==> src/rtl/tsrb_defines.svh <==
`ifndef TSRB_DEFINES_SVH
`define TSRB_DEFINES_SVH
// ==========================================================
// register offsets
`define TSRB_OFS_RC_OSC_TUNE_LOW    6'h28
`define TSRB_OFS_SYNTH_TEST_CTRL    6'h29
`define TSRB_OFS_PRODUCTION_TEST    6'h2a
`define TSRB_OFS_GAIN_CTRL_TEST     6'h2b
`define TSRB_OFS_TEST_SETTINGS_TWO  6'h2c
`define TSRB_OFS_TEST_SETTINGS_ONE  6'h2d
`define TSRB_OFS_TEST_SETTINGS_ZERO 6'h2e
`define TSRB_OFS_PART_ID            6'h30
`define TSRB_OFS_CHIP_REVISION      6'h31
`define TSRB_OFS_FREQ_OFFSET_EST    6'h32
`define TSRB_OFS_LINK_QUALITY       6'h33
// ==========================================================
// reset values
`define TSRB_RST_RC_OSC_TUNE_LOW    7'h00
`define TSRB_RST_SYNTH_TEST_CTRL    8'h59
`define TSRB_RST_PRODUCTION_TEST    8'h7f
`define TSRB_RST_GAIN_CTRL_TEST     8'h3f
`define TSRB_RST_TEST_SETTINGS_TWO  8'h88
`define TSRB_RST_TEST_SETTINGS_ONE  8'h31
`define TSRB_RST_TEST_SETTINGS_ZERO 8'h0b
// ==========================================================
// field positions and special values
`define TSRB_BIT_OSC_SEL_CAL        1
`define TSRB_BIT_CRC_OK             7
`define TSRB_VAL_TEMP_SENSOR_ON     8'hbf
`define TSRB_LQI_SYMBOLS            7'h40
// ==========================================================
// modulation format codes
`define TSRB_MOD_2FSK               3'h0
`define TSRB_MOD_GFSK               3'h1
`define TSRB_MOD_OOK                3'h3
`define TSRB_MOD_MSK                3'h7
`endif

==> src/rtl/tsrb_pkg.sv <==
package tsrb_pkg;
    typedef enum logic {
        TSRB_LQI_IDLE,
        TSRB_LQI_COUNT
    } tsrb_lqi_state_t;

    typedef struct packed {
        logic [1:0]      rst_sync;
        logic [6:0]      rc_osc_tune_low;
        logic [7:0]      synth_test_ctrl;
        logic [7:0]      production_test;
        logic [7:0]      gain_ctrl_test;
        logic [7:0]      test_settings_two;
        logic [7:0]      test_settings_one;
        logic [7:0]      test_settings_zero;
        logic [7:0]      carrier_offset_value;
        logic            crc_ok;
        logic [6:0]      link_quality_value;
        tsrb_lqi_state_t lqi_state;
        logic [6:0]      lqi_count;
        logic [6:0]      lqi_accum;
        logic [7:0]      rdata;
        logic            temp_sensor_en;
    } tsrb_state_t;
endpackage : tsrb_pkg

==> src/rtl/tsrb_reg_bank.sv <==
`timescale 1ns/1ps
`include "tsrb_defines.svh"
// Behaviour
// seven-bit rc oscillator tune, top bit reserved
// test registers 0x29..0x2e reset on sleep
// host leaves factory test registers untouched
// 0xbf in production test enables sensor in idle
// host restores 0x7f before leaving idle
// host may set test two to 0x81
// host may set test one to 0x35
// test zero bit 1 enables oscillator selection calibration
// fixed read-only part and revision codes
// signed eight-bit carrier offset estimate readable
// offset estimate reads zero under on-off keying
// offset compensation only for fsk, gfsk, msk
// crc match bit set, cleared on receive entry
// seven-bit link quality over 64 symbols
// reserved bits read zero, writes ignored
module tsrb_reg_bank
    import tsrb_pkg::*;
#(
    parameter logic [7:0] PART_ID_CODE  = 8'h5a,  // arbitrary value
    parameter logic [7:0] REVISION_CODE = 8'h0e   // arbitrary value
) (
    input  wire logic       REF_CLK_IN,            // 250 MHz clock
    input  wire logic       ARST_N_IN,             // async reset, active low
    input  wire logic [5:0] REG_ADDR_IN,           // register address
    input  wire logic       REG_WR_IN,             // write strobe
    input  wire logic       REG_RD_IN,             // read strobe
    input  wire logic [7:0] REG_WDATA_IN,          // write data
    input  wire logic       SLEEP_ENTER_IN,        // pulse: entering sleep
    input  wire logic       IDLE_STATE_IN,         // level: radio in idle
    input  wire logic [2:0] MOD_FORMAT_IN,         // modulation format code
    input  wire logic       FREQ_EST_VALID_IN,     // pulse: new offset estimate
    input  wire logic [7:0] FREQ_EST_IN,           // offset estimate, signed
    input  wire logic       RX_START_IN,           // pulse: enter or restart rx
    input  wire logic       CRC_DONE_IN,           // pulse: crc compared
    input  wire logic       CRC_MATCH_IN,          // crc compare result
    input  wire logic       SYNC_FOUND_IN,         // pulse: sync word detected
    input  wire logic       SYMBOL_STB_IN,         // pulse: one symbol demodulated
    input  wire logic       SYMBOL_ERR_IN,         // symbol quality miss
    output logic      [7:0] REG_RDATA_OUT,         // read data, one cycle later
    output logic      [6:0] RC_OSC_TUNE_OUT,       // rc oscillator tuning
    output logic            OSC_SEL_CAL_EN_OUT,    // oscillator-selection cal on
    output logic            TEMP_SENSOR_EN_OUT,    // temperature sensor on
    output logic            FREQ_COMP_EN_OUT       // offset compensation allowed
);
    tsrb_state_t s_q;
    tsrb_state_t s_d;
    logic        rst_n;
    logic        freq_supported;
    logic        comp_en_q;

    assign rst_n          = s_q.rst_sync[1];
    assign freq_supported = (MOD_FORMAT_IN == `TSRB_MOD_2FSK) || (MOD_FORMAT_IN == `TSRB_MOD_GFSK)
                          || (MOD_FORMAT_IN == `TSRB_MOD_MSK);

    // ==========================================================
    // next state
    always_comb begin
        s_d          = s_q;
        s_d.rst_sync = {s_q.rst_sync[0], 1'b1};
        if (REG_WR_IN) begin
            unique case (REG_ADDR_IN)
                `TSRB_OFS_RC_OSC_TUNE_LOW:    s_d.rc_osc_tune_low    = REG_WDATA_IN[6:0];
                `TSRB_OFS_SYNTH_TEST_CTRL:    s_d.synth_test_ctrl    = REG_WDATA_IN;
                `TSRB_OFS_PRODUCTION_TEST:    s_d.production_test    = REG_WDATA_IN;
                `TSRB_OFS_GAIN_CTRL_TEST:     s_d.gain_ctrl_test     = REG_WDATA_IN;
                `TSRB_OFS_TEST_SETTINGS_TWO:  s_d.test_settings_two  = REG_WDATA_IN;
                `TSRB_OFS_TEST_SETTINGS_ONE:  s_d.test_settings_one  = REG_WDATA_IN;
                `TSRB_OFS_TEST_SETTINGS_ZERO: s_d.test_settings_zero = REG_WDATA_IN;
                default: ;
            endcase
        end
        // sleep wipes the volatile test block, overriding a same-cycle write
        if (SLEEP_ENTER_IN) begin
            s_d.synth_test_ctrl    = `TSRB_RST_SYNTH_TEST_CTRL;
            s_d.production_test    = `TSRB_RST_PRODUCTION_TEST;
            s_d.gain_ctrl_test     = `TSRB_RST_GAIN_CTRL_TEST;
            s_d.test_settings_two  = `TSRB_RST_TEST_SETTINGS_TWO;
            s_d.test_settings_one  = `TSRB_RST_TEST_SETTINGS_ONE;
            s_d.test_settings_zero = `TSRB_RST_TEST_SETTINGS_ZERO;
        end
        if (FREQ_EST_VALID_IN && freq_supported)
            s_d.carrier_offset_value = FREQ_EST_IN;
        // set wins over clear
        if (RX_START_IN)
            s_d.crc_ok = 1'b0;
        if (CRC_DONE_IN && CRC_MATCH_IN)
            s_d.crc_ok = 1'b1;
        else if (CRC_DONE_IN)
            s_d.crc_ok = 1'b0;
        // link quality window
        unique case (s_q.lqi_state)
            TSRB_LQI_IDLE: begin
                if (SYNC_FOUND_IN) begin
                    s_d.lqi_state = TSRB_LQI_COUNT;
                    s_d.lqi_count = 7'h00;
                    s_d.lqi_accum = 7'h00;
                end
            end
            TSRB_LQI_COUNT: begin
                if (SYMBOL_STB_IN) begin
                    s_d.lqi_count = s_q.lqi_count + 7'h01;
                    s_d.lqi_accum = s_q.lqi_accum + {6'h00, SYMBOL_ERR_IN};
                    if (s_q.lqi_count == `TSRB_LQI_SYMBOLS - 7'h01) begin
                        s_d.lqi_state          = TSRB_LQI_IDLE;
                        s_d.link_quality_value = s_q.lqi_accum + {6'h00, SYMBOL_ERR_IN};
                    end
                end
            end
        endcase
        s_d.rdata = 8'h00;
        if (REG_RD_IN) begin
            unique case (REG_ADDR_IN)
                `TSRB_OFS_RC_OSC_TUNE_LOW:    s_d.rdata = {1'b0, s_q.rc_osc_tune_low};
                `TSRB_OFS_SYNTH_TEST_CTRL:    s_d.rdata = s_q.synth_test_ctrl;
                `TSRB_OFS_PRODUCTION_TEST:    s_d.rdata = s_q.production_test;
                `TSRB_OFS_GAIN_CTRL_TEST:     s_d.rdata = s_q.gain_ctrl_test;
                `TSRB_OFS_TEST_SETTINGS_TWO:  s_d.rdata = s_q.test_settings_two;
                `TSRB_OFS_TEST_SETTINGS_ONE:  s_d.rdata = s_q.test_settings_one;
                `TSRB_OFS_TEST_SETTINGS_ZERO: s_d.rdata = s_q.test_settings_zero;
                `TSRB_OFS_PART_ID:            s_d.rdata = PART_ID_CODE;
                `TSRB_OFS_CHIP_REVISION:      s_d.rdata = REVISION_CODE;
                `TSRB_OFS_FREQ_OFFSET_EST:
                    s_d.rdata = (MOD_FORMAT_IN == `TSRB_MOD_OOK) ? 8'h00 : s_q.carrier_offset_value;
                `TSRB_OFS_LINK_QUALITY:       s_d.rdata = {s_q.crc_ok, s_q.link_quality_value};
                default:                      s_d.rdata = 8'h00;
            endcase
        end
        s_d.temp_sensor_en = IDLE_STATE_IN && (s_d.production_test == `TSRB_VAL_TEMP_SENSOR_ON);
    end

    // ==========================================================
    // state register
    always_ff @(posedge REF_CLK_IN or negedge ARST_N_IN) begin
        if (!ARST_N_IN) begin
            s_q                    <= '0;
            s_q.rc_osc_tune_low    <= `TSRB_RST_RC_OSC_TUNE_LOW;
            s_q.synth_test_ctrl    <= `TSRB_RST_SYNTH_TEST_CTRL;
            s_q.production_test    <= `TSRB_RST_PRODUCTION_TEST;
            s_q.gain_ctrl_test     <= `TSRB_RST_GAIN_CTRL_TEST;
            s_q.test_settings_two  <= `TSRB_RST_TEST_SETTINGS_TWO;
            s_q.test_settings_one  <= `TSRB_RST_TEST_SETTINGS_ONE;
            s_q.test_settings_zero <= `TSRB_RST_TEST_SETTINGS_ZERO;
            s_q.lqi_state          <= TSRB_LQI_IDLE;
        end else if (!rst_n) begin
            s_q.rst_sync <= s_d.rst_sync;
        end else begin
            s_q <= s_d;
        end
    end

    always_ff @(posedge REF_CLK_IN or negedge ARST_N_IN) begin
        if (!ARST_N_IN)
            comp_en_q <= 1'b0;
        else
            comp_en_q <= freq_supported;
    end

    assign REG_RDATA_OUT      = s_q.rdata;
    assign RC_OSC_TUNE_OUT    = s_q.rc_osc_tune_low;
    assign OSC_SEL_CAL_EN_OUT = s_q.test_settings_zero[`TSRB_BIT_OSC_SEL_CAL];
    assign TEMP_SENSOR_EN_OUT = s_q.temp_sensor_en;
    assign FREQ_COMP_EN_OUT   = comp_en_q;

    // ==========================================================
    // checks
    property p_rc_tune_write;
        @(posedge REF_CLK_IN) disable iff (!rst_n)
        REG_WR_IN && REG_ADDR_IN == `TSRB_OFS_RC_OSC_TUNE_LOW |=> RC_OSC_TUNE_OUT == $past(REG_WDATA_IN[6:0]);
    endproperty
    a_rc_tune_write: assert property (p_rc_tune_write) else $error("rc tune not written");
    property p_sleep_wipe;
        @(posedge REF_CLK_IN) disable iff (!rst_n)
        SLEEP_ENTER_IN |=> s_q.production_test == 8'h7f && s_q.test_settings_zero == 8'h0b;
    endproperty
    a_sleep_wipe: assert property (p_sleep_wipe) else $error("test regs kept over sleep");
    property p_temp_sensor;
        @(posedge REF_CLK_IN) disable iff (!rst_n)
        TEMP_SENSOR_EN_OUT |-> $past(IDLE_STATE_IN) && s_q.production_test == 8'hbf;
    endproperty
    a_temp_sensor: assert property (p_temp_sensor) else $error("sensor on outside idle");
    property p_osc_cal;
        @(posedge REF_CLK_IN) disable iff (!rst_n)
        REG_WR_IN && REG_ADDR_IN == `TSRB_OFS_TEST_SETTINGS_ZERO && !SLEEP_ENTER_IN
        |=> OSC_SEL_CAL_EN_OUT == $past(REG_WDATA_IN[1]);
    endproperty
    a_osc_cal: assert property (p_osc_cal) else $error("cal enable mismatch");
    property p_part_id;
        @(posedge REF_CLK_IN) disable iff (!rst_n)
        REG_RD_IN && REG_ADDR_IN == `TSRB_OFS_PART_ID |=> REG_RDATA_OUT == PART_ID_CODE;
    endproperty
    a_part_id: assert property (p_part_id) else $error("part id wrong");
    property p_ook_zero;
        @(posedge REF_CLK_IN) disable iff (!rst_n)
        REG_RD_IN && REG_ADDR_IN == `TSRB_OFS_FREQ_OFFSET_EST && MOD_FORMAT_IN == `TSRB_MOD_OOK
        |=> REG_RDATA_OUT == 8'h00;
    endproperty
    a_ook_zero: assert property (p_ook_zero) else $error("offset nonzero under ook");
    property p_offset_hold;
        @(posedge REF_CLK_IN) disable iff (!rst_n)
        FREQ_EST_VALID_IN && !freq_supported |=> $stable(s_q.carrier_offset_value);
    endproperty
    a_offset_hold: assert property (p_offset_hold) else $error("offset taken for bad format");
    property p_crc_clear;
        @(posedge REF_CLK_IN) disable iff (!rst_n)
        RX_START_IN && !CRC_DONE_IN |=> !s_q.crc_ok;
    endproperty
    a_crc_clear: assert property (p_crc_clear) else $error("crc bit not cleared");
    property p_crc_set;
        @(posedge REF_CLK_IN) disable iff (!rst_n)
        CRC_DONE_IN && CRC_MATCH_IN |=> s_q.crc_ok;
    endproperty
    a_crc_set: assert property (p_crc_set) else $error("crc bit not set");
    property p_lqi_bound;
        @(posedge REF_CLK_IN) disable iff (!rst_n)
        s_q.lqi_state == TSRB_LQI_COUNT |-> s_q.lqi_count < 7'h40 && s_q.lqi_accum <= s_q.lqi_count;
    endproperty
    a_lqi_bound: assert property (p_lqi_bound) else $error("lqi window overrun");
    property p_unmapped;
        @(posedge REF_CLK_IN) disable iff (!rst_n)
        REG_RD_IN && REG_ADDR_IN == 6'h2f |=> REG_RDATA_OUT == 8'h00;
    endproperty
    a_unmapped: assert property (p_unmapped) else $error("unmapped read nonzero");
    c_temp_on:  cover property (@(posedge REF_CLK_IN) disable iff (!rst_n) TEMP_SENSOR_EN_OUT);
    c_lqi_done: cover property (@(posedge REF_CLK_IN) disable iff (!rst_n)
                               s_q.lqi_state == TSRB_LQI_COUNT ##1 s_q.lqi_state == TSRB_LQI_IDLE);
    c_crc_ok:   cover property (@(posedge REF_CLK_IN) disable iff (!rst_n) $rose(s_q.crc_ok));
    c_sleep:    cover property (@(posedge REF_CLK_IN) disable iff (!rst_n) SLEEP_ENTER_IN);
endmodule : tsrb_reg_bank

==> config.mk <==
export PLATFORM = sky130hd
export DESIGN_NAME = tsrb_reg_bank
export DESIGN_NICKNAME = d
export VERILOG_FILES = /design/src/rtl/tsrb_pkg.sv /design/src/rtl/tsrb_reg_bank.sv
export VERILOG_INCLUDE_DIRS = /design/src /design/src/rtl
export SDC_FILE = /design/constraint.sdc
export NUM_CORES = 1
export LEC_CHECK = 0
export BUFFER_PORTS_ARGS = -buffer_cell sky130_fd_sc_hd__buf_2
export CAP_MARGIN = 10
export CELL_PAD_IN_SITES_DETAIL_PLACEMENT = 0
export CELL_PAD_IN_SITES_GLOBAL_PLACEMENT = 1
export CORE_MARGIN = 1.5
export CORE_UTILIZATION = 46
export CTS_CLUSTER_DIAMETER = 80
export CTS_CLUSTER_SIZE = 10
export DETAILED_ROUTE_END_ITERATION = 10
export PLACE_DENSITY_LB_ADDON = 0.1
export SYNTH_ARGS = -nofsm -noshare
export SYNTH_HDL_FRONTEND = slang
export SYNTH_SLANG_ARGS = --single-unit
==> constraint.sdc <==
create_clock -name REF_CLK_IN -period 1.71 [get_ports REF_CLK_IN]
set_input_delay 0.342 -clock REF_CLK_IN [delete_from_list [all_inputs] [get_ports REF_CLK_IN]]
set_output_delay 0.342 -clock REF_CLK_IN [all_outputs]
set_load 0.1 [all_outputs]
==> After elaboration in Yosys (flattened, before gate mapping) <==
Cells that the tools add are included.
{ "totals": {"register_bits": 98, "input_bits": 38, "output_inout_bits": 18, "elab_cells": 79} }
{ "op_classes": {"n_addsub": 2, "n_eq_ne": 18, "muxes": 18, "n_bitwise": 1, "reduce_logical": 23} }
{ "ops": {"columns": ["operator", "n"], "rows": [
  ["$mux W48", 2],
  ["$pmux W8 S11", 1],
  ["$eq A6 B6 Y1 const B", 11],
  ["$mux W8", 8],
  ["$mux W15", 2],
  ["$pmux W15 S2", 1],
  ["$reduce_and A3 Y1", 7],
  ["$reduce_bool A2 Y1", 6],
  ["$eq A8 B8 Y1 const B", 1],
  ["$add A7 B1 Y7", 1],
  ["$add A7 B1 Y7 const B", 1],
  ["$eq A7 B6 Y1 const B", 1],
  ["$mux W1", 4],
  ["$ne A2 B2 Y1 const B", 2],
  ["$reduce_and A2 Y1", 2],
  ["$reduce_and A4 Y1", 1],
  ["$eq A3 B1 Y1 const B", 1],
  ["$eq A3 B2 Y1 const B", 1],
  ["$eq A3 B3 Y1 const B", 1],
  ["$logic_and A1 B1 Y1", 3],
  ["$logic_not A3 Y1", 1],
  ["$reduce_bool A3 Y1", 1],
  ["$logic_or A1 B1 Y1", 2],
  ["$not A1 Y1", 1]
]} }

==> Logic depth before layout (Yosys ltp) <==
Gate-level depths: netlist (run 1).
{ "logic_depth": {"ltp_word": 6, "mapped_depth": 7, "ltp_nobuf": 6} }

==> Worst setup path before layout (run 1) <==
Ideal clock, no wire load.
{ "synth_path": {"path_kind": "input -> register", "startpoint": "in REG_ADDR_IN[4]", "endpoint": "reg s_q (netlist bit RC_OSC_TUNE_OUT[1])", "setup_time_ps": 125, "t_arrival_ps": 1462, "required_ps": 1585, "path_slack_ps": 123, "stages": 5, "cell_sequence": "buf_2 -> nand4bb_1 -> buf_2 -> nor3_4 -> mux2_2"} }
{ "synth_between": {"elab_chain_len": 2} }
{ "synth_lines": {"columns": ["item", "line", "source"], "rows": [
  ["from (decl)", "tsrb_reg_bank.sv:27", "input wire logic [5:0] REG_ADDR_IN,"],
  ["$eq A6 B6 Y1", "tsrb_reg_bank.sv:64", "unique case (REG_ADDR_IN)"],
  ["$reduce_and A3 Y1 (no source line)", null, null],
  ["to (decl)", "tsrb_reg_bank.sv:48", "tsrb_state_t s_q;"]
]} }
Every way passes these cells.
A chain may end at the register's enable or synchronous reset.

==> results.tsv, run 1 <==
stage	metric	value	unit
run_status	status	finished clean	
grt	largest net degree at the start of global routing	37	
synthesis	net count after synthesis	524	
layout	ratio of cells with drive above 1 in the final layout	34.6	%
worst_setup_path	CP max FO	28	
pwr	Psw	1.51	mW
detailed_routing	routed vias	4290	
clock_tree	clk sink count	98	
floorplanning	initial core utilization	47.1	%
synthesis	share of the synthesized area in the top cell type	35.9	%
layout	Final Non-Filler Cells	723	
clock_tree	Clock Tree Root	clkbuf_8	
clock_tree	H-tree depth	3	
timing	final clock skew	0.00815	ns
worst_setup_path	R2R Path End	REG_RDATA_OUT[0]	
timing	Final setup viols	0	
synthesis	Synth Area per Inst	10.5	µm²
detailed_routing	via/cell ratio	5.93	
worst_setup_path	worst path cell trace	buf_12, nand2b_1, o31ai_1, a2111oi_1, a32oi_1	
synthesis	Synth Instances	483	
place	DP Wirelength	11400	µm
floorplanning	core box area	0.0108	mm²
layout	fin util	56.9	%
timing	minimum clock period	1.64	ns
layout	Final Instance Area	0.00614	mm²
pwr	VDD IR-drop max	0.607	mV
grt	gr usage total	27.1	%
detailed_routing	final wirelength	14900	µm
synthesis	Yosys reg bits	98	
place	Placed Area	0.00588	mm²
timing	fin crit share	95.8	%
hold_path	Worst Hold Class	input port to flop	
synthesis	synth unique cells	64	
timing	Slew @ Worst Pin	0.599	ns
detailed_routing	Detail Route Antenna Nets	0	
timing	slew margin rel.	60.1	%
synthesis	EDFF count, synth	0	
pwr	Pwr Density	852	mW/mm²
synthesis	ys flop type	dfrtp_1	
clock_tree	CTS tree	yes	
synthesis	largest cells by area after synthesis	dfrtp_1 36%, dfstp_2 13%, mux2_2 4.0%	
detailed_routing	routed wire length per instance	20.6	µm
synthesis	share of the yosys chip area belonging to registers	48.8	%
hold_path	hold path cells	2	
pwr	register share of total power	52.0	%
grt	initial antenna violation count	0	
worst_setup_path	Setup CP Type	flop to flop	
worst_setup_path	flop-to-flop setup slack	0.07	ns
floorplanning	I/O pin cnt	56	
timing	Final Hold Viols	0	
layout	Ant. Diodes	0	
worst_setup_path	WP data required	1.94	ns
place	Routability Congestion	0.981	
grt	first-pass GRT wire length	23300	µm
pwr	Clock Power Share	30.4	%
floorplanning	Die Area	0.0117	mm²
pwr	Pint	3.71	mW
timing	Max Clk Rate	0.611	GHz
timing	RSZ-0062 raised after global routing	false	
timing	final hold slack	0.185	ns
floorplanning	Die Span Y	108	µm
worst_setup_path	slowest stage delay, CP	0.43	ns
pwr	Comb pwr share	17.6	%
flow_run	Max-Cap Viols	0	
place	placed insts	704	
floorplanning	Std-Cell Rows	38	
hold_path	hold endpoint	s_q[36]	
worst_setup_path	Startpoint Class	flop	
worst_setup_path	Worst setup EP type	flop	
synthesis	area leader, netlist	dfrtp_1	
floorplanning	Die Wd	108	µm
timing	Setup TNS	0	ns
layout	area grow syn2layout	20.7	%
detailed_routing	drt initial violations	363	
hold_path	Worst Min Path Start	FREQ_EST_IN[4]	
grt	GRT overflow	0	
place	IO buf count	55	
worst_setup_path	reg2reg path depth	5	
pwr	Net Sw Frac	29.0	%
layout	Nets	619	
synthesis	share of async-settable or async-resettable flops after synthesis	100	%
clock_tree	CTS Buf Count	9	
pwr	Lkg Pwr	2.79	nW
synthesis	Synthesis Warnings	0	
detailed_routing	DR DRC count	0	
synthesis	Synth Cell Area	0.00508	mm²
worst_setup_path	CP max stage cell	a2111oi_1	
clock_tree	clk_lat worst skew	0.38	ns
clock_tree	CTS Buffer Depth	2	
clock_tree	Reg clk slew, reported paths	0.09	ns
timing	Slew Viols, Final	0	
detailed_routing	first drt pass iteration count	5	
grt	vias in the first global route	4265	
worst_setup_path	CP Data Arrival Time	1.87	ns
worst_setup_path	RR Startpoint	rst_n	
## layout make-up
| cell class | instances | area [µm²] |
|---|---|---|
| clock buffers | 12 | 165 |
| repair buffers | 130 | 908 |
| inverters | 16 | 60.1 |
| flip-flops and latches | 98 | 2480 |
| well taps | 140 | 175 |
| fillers | 969 | 4660 |
| multi-input cells | 323 | 2300 |
| clock inverters | 4 | 47.5 |
## repair_timing
item	in CTS	in global routing
setup buffers	0	2
hold buffers	1	0
hold endpoints to repair	7	0
pin swaps	0	3
gates resized for setup	4	3
endpoints found under the setup margin	3	15
## layout by cell type (no fill, tap or decap), drive strengths merged, types with 6 or more instances in the layout
cell      n
a31oi     8
a32oi     7
o22ai    14
nand3    17
o22a     11
buf     129
o21ai    25
mux2i    11
clkbuf   12
nand2    15
nor3     10
dfstp    25
a21oi    25
nor2     35
a22o     20
dfrtp    73
nand2b   12
mux2     18
inv      16
and3     12
o31ai     6
## cells in the mapped netlist (11+ instances only)
master and n:
mux2i_1 11, mux2_2 18, o22ai_1 14, nor2_1 35
dfstp_2 25, o22a_1 11, dfrtp_1 73, nand2_1 15
inv_1 15, a22o_1 20, a21oi_1 25, buf_4 18
clkbuf_1 11, nand3_1 17, and3_1 12, buf_2 16
o21ai_0 24, nand2b_1 12
## kinds of logic after synthesis
family                   synth area share (%)
AO/OA/AOI/OAI                            20.6
multiplexers                             6.15
other                                  0.0737
buffers and inverters                    6.30
AND/OR/NAND/NOR                          15.7
XOR/XNOR                                 1.55
flip-flops                               48.8
adder cells (fa/ha/maj)                 0.738
## per-stage QoR
| step | power [mW] | setup WS (ns) |
|---|---|---|
| floorplan | 3.28 | 0.123 |
| global placement | 3.64 | -0.402 |
| detailed placement | 3.67 | -0.368 |
| CTS | 5.28 | 0.00571 |
| global route | 5.48 | 0.0175 |
| finish | 5.23 | 0.0726 |
## sequential cells by signal (all words and copies together), names as in the netlist
signal              count
s_d                     1
REG_RDATA_OUT           8
TEMP_SENSOR_EN_OUT      1
s_q                    78
OSC_SEL_CAL_EN_OUT      1
RC_OSC_TUNE_OUT         7
rst_n                   1
FREQ_COMP_EN_OUT        1
## power by group through the flow
stage	sequential, mW	clock [mW]	combinational (mW)
final	2.72	1.59	0.918
after global routing	2.74	1.74	1.00
after CTS	2.71	1.65	0.921
after detailed placement	2.75	0	0.918
after global placement	2.75	0	0.891
after floorplan	2.70	0	0.578
## worst max path at each step
stage	from	to	slack, ns	cells past startpoint
after floorplan	REG_ADDR_IN[4]	RC_OSC_TUNE_OUT[1]	0.12	5
after global placement	REG_ADDR_IN[1]	REG_RDATA_OUT[1]	-0.40	6
after detailed placement	REG_ADDR_IN[1]	REG_RDATA_OUT[3]	-0.37	6
after CTS	rst_n	REG_RDATA_OUT[1]	0.006	5
after global routing	s_q[16]	s_q[30]	0.02	7
final	rst_n	REG_RDATA_OUT[0]	0.07	5
## worst max-delay path: cells and delay by family (launching register included)
kind / cells / cell delay [ns]
buffers and inverters: 1 / 0.19
and+or+nand+nor: 1 / 0.17
AOI/OAI and AO/OA: 3 / 0.71
DFF: 1 / 0.41
## metal layers
layer	routed length, µm	vias to the layer above	part of all wire (%)	GRT usage [%]
li1	-	1980	-	-
met1	7070	2137	48	39.6
met2	6580	156	44	40.7
met3	987	17	6.6	5.79
met4	231	0	1.6	7.61
met5	0	-	0	0
No activity file was read; power rests on OpenSTA's default activity.
==> inputs of run 2 (changes only) <==
--- a/config.mk
+++ b/config.mk
@@ -16,6 +16,8 @@
 export CTS_CLUSTER_SIZE = 10
 export DETAILED_ROUTE_END_ITERATION = 10
 export PLACE_DENSITY_LB_ADDON = 0.1
+export SETUP_SLACK_MARGIN = 0.2
+export SLEW_MARGIN = 40
 export SYNTH_ARGS = -nofsm -noshare
 export SYNTH_HDL_FRONTEND = slang
 export SYNTH_SLANG_ARGS = --single-unit
==> results.tsv, run 2 (same netlist as run 1, synthesis figures left out) <==
stage	metric	value	unit	change
timing	setup ws final	0.205	ns	+0.132 ns
place	Placed Area	0.00577	mm²	-1.9%
worst_setup_path	slowest stage delay, CP	0.58	ns	+0.15 ns
worst_setup_path	worst path cell trace	buf_12		
detailed_routing	Detail Route Antenna Nets	0		unchanged
timing	final clock skew	0.0112	ns	+0.00302 ns
worst_setup_path	WP data required	1.37	ns	-0.57 ns
detailed_routing	met3 WL	937	µm	-5.1%
place	Routability Congestion	0.918		-6.5%
place	worst slack at placement	-0.300	ns	+0.0674 ns
timing	Final Hold Viols	0		unchanged
floorplanning	core box area	0.0108	mm²	unchanged
pwr	Clock Power Share	26.8	%	-3.6 points
worst_setup_path	Setup crit start	OSC_SEL_CAL_EN_OUT		
worst_setup_path	CP max stage cell	dfstp_2		
clock_tree	clk sink count	98		unchanged
pwr	Psw	1.60	mW	+6.0%
clock_tree	CTS tree	yes		
clock_tree	clk_lat worst skew	0.40	ns	+0.02 ns
place	DP Wirelength	11400	µm	about the same
detailed_routing	routed wire length per instance	21.2	µm	+3.1%
grt	first-pass GRT wire length	23700	µm	+1.5%
timing	Final setup viols	0		unchanged
floorplanning	Die Area	0.0117	mm²	unchanged
layout	Nets	624		+0.81%
clock_tree	CTS Buf Count	9		unchanged
layout	Final Instance Area	0.00631	mm²	+2.8%
grt	GRT overflow	0		unchanged
clock_tree	Clock Tree Root	clkbuf_8		
pwr	Comb pwr share	19.9	%	+2.3 points
timing	minimum clock period	1.51	ns	-0.132 ns
timing	Setup TNS	0	ns	unchanged
flow_run	Max-Cap Viols	0		unchanged
timing	fin crit share	88.0	%	-7.7 points
layout	# fillers	955		-1.4%
layout	area grow syn2layout	24.1	%	
pwr	Pwr Density	815	mW/mm²	-4.3%
floorplanning	Die Span Y	108	µm	unchanged
worst_setup_path	Worst setup EP type	primary output		
floorplanning	I/O pin cnt	56		unchanged
worst_setup_path	Startpoint Class	flop		
worst_setup_path	CP Data Arrival Time	1.16	ns	-0.71 ns
layout	commonest non-fill, non-tap cell in the layout	buf_4		
detailed_routing	drt initial violations	307		-15%
worst_setup_path	Crit path max-delay family	flip-flops		
detailed_routing	via/cell ratio	5.89		-0.69%
floorplanning	Std-Cell Rows	38		unchanged
clock_tree	H-tree depth	3		unchanged
place	IO buf count	55		unchanged
timing	RSZ-0062 raised after global routing	true		
detailed_routing	top layer used by detailed routing	met4		
layout	Ant. Diodes	0		unchanged
layout	fin util	58.5	%	+1.6 points
pwr	Lkg Pwr	2.80	nW	+0.48%
floorplanning	Die Wd	108	µm	unchanged
detailed_routing	DR DRC count	0		unchanged
timing	Max Clk Rate	0.664	GHz	+8.8%
clock_tree	CTS Buffer Depth	2		unchanged
pwr	register share of total power	53.3	%	+1.3 points
pwr	VDD IR-drop max	0.755	mV	+24%
layout	max FFs per register	78		unchanged
worst_setup_path	CP max FO	2		-93%
run_status	status	finished clean		
layout	Biggest register	s_q		
worst_setup_path	RR Startpoint	s_q[55]		
pwr	Pint	3.53	mW	-4.8%
grt	gr usage total	27.7	%	+0.54 points
layout	most frequent cells in the layout	82 x buf_4, 72 x dfrtp_1, 36 x buf_2		
grt	largest net degree at the start of global routing	31		-16%
grt	vias in the first global route	4208		-1.3%
detailed_routing	routed vias	4290		unchanged
detailed_routing	final wirelength	15400	µm	+3.8%
timing	Slew Viols, Final	0		unchanged
hold_path	Worst Min Path Start	FREQ_EST_IN[6]		
layout	ratio of cells with drive above 1 in the final layout	38.3	%	+3.6 points
worst_setup_path	worst path bufs/invs	1		unchanged
detailed_routing	met2 routed WL	7070	µm	+7.4%
worst_setup_path	Setup CP Type	flop to primary output		
pwr	Net Sw Frac	31.2	%	+2.3 points
detailed_routing	M1 WL	7210	µm	+2.0%
grt	initial antenna violation count	0		unchanged
detailed_routing	first drt pass iteration count	7		+2
clock_tree	Reg clk slew, reported paths	0.10	ns	about the same
hold_path	Worst Hold Class	input port to flop		
floorplanning	initial core utilization	47.1	%	unchanged
[run 2: layout make-up]
class	instances	area, µm²	area share, %
clock buffers	11	131	2.08
clock inverters	5	38.8	0.615
inverters	16	60.1	0.952
multi-input cells	323	2390	38.0
flip-flops and latches	98	2480	39.4
well taps	140	175	2.78
repair buffers	135	1020	16.2
[run 2: power groups by stage]
| stage | Sequential [mW] | Combinational (mW) | Clock, mW |
|---|---|---|---|
| finish | 2.74 | 1.02 | 1.38 |
| global route | 2.77 | 1.11 | 1.52 |
| CTS | 2.73 | 0.958 | 1.43 |
| detailed placement | 2.76 | 0.894 | 0 |
| global placement | 2.76 | 0.872 | 0 |
| floorplan | 2.70 | 0.586 | 0 |
[run 2: worst paths after layout]
path	to	slack (ns)	depth (start not counted)
min in group asynchronous	s_q[28]	0.40	2
worst min register to register	rst_n	0.36	0
max in group asynchronous	s_q[75]	0.72	3
worst max register to register	REG_RDATA_OUT[7]	0.24	5
worst min-delay path	s_q[38]	0.17	2
worst max-delay path	OSC_SEL_CAL_EN_OUT	0.20	1
[run 2: what timing repair did]
action                                  CTS  global route
hold buffers                              1             0
pin swaps                                 3             8
resized for setup                        32            33
endpoints found under the setup margin   81            73
gates cloned                              0             2
buffers inserted                         10             8
hold endpoints to repair                 20             0
[run 2: through the flow]
step           hold WS [ns]  std cells  power, mW
2_1_floorplan        0.0464        483       3.29
5_1_grt               0.148        728       5.40
3_3_place_gp          0.272        691       3.63
4_1_cts               0.160        718       5.11
6_report              0.173        728       5.14
3_5_place_dp          0.278        691       3.66
[run 2: metal layers]
layer	GRT usage (%)	vias up
met5	0	-
met1	39.1	2146
met2	41.8	134
met4	8.65	0
li1	-	1990
met3	6.93	20
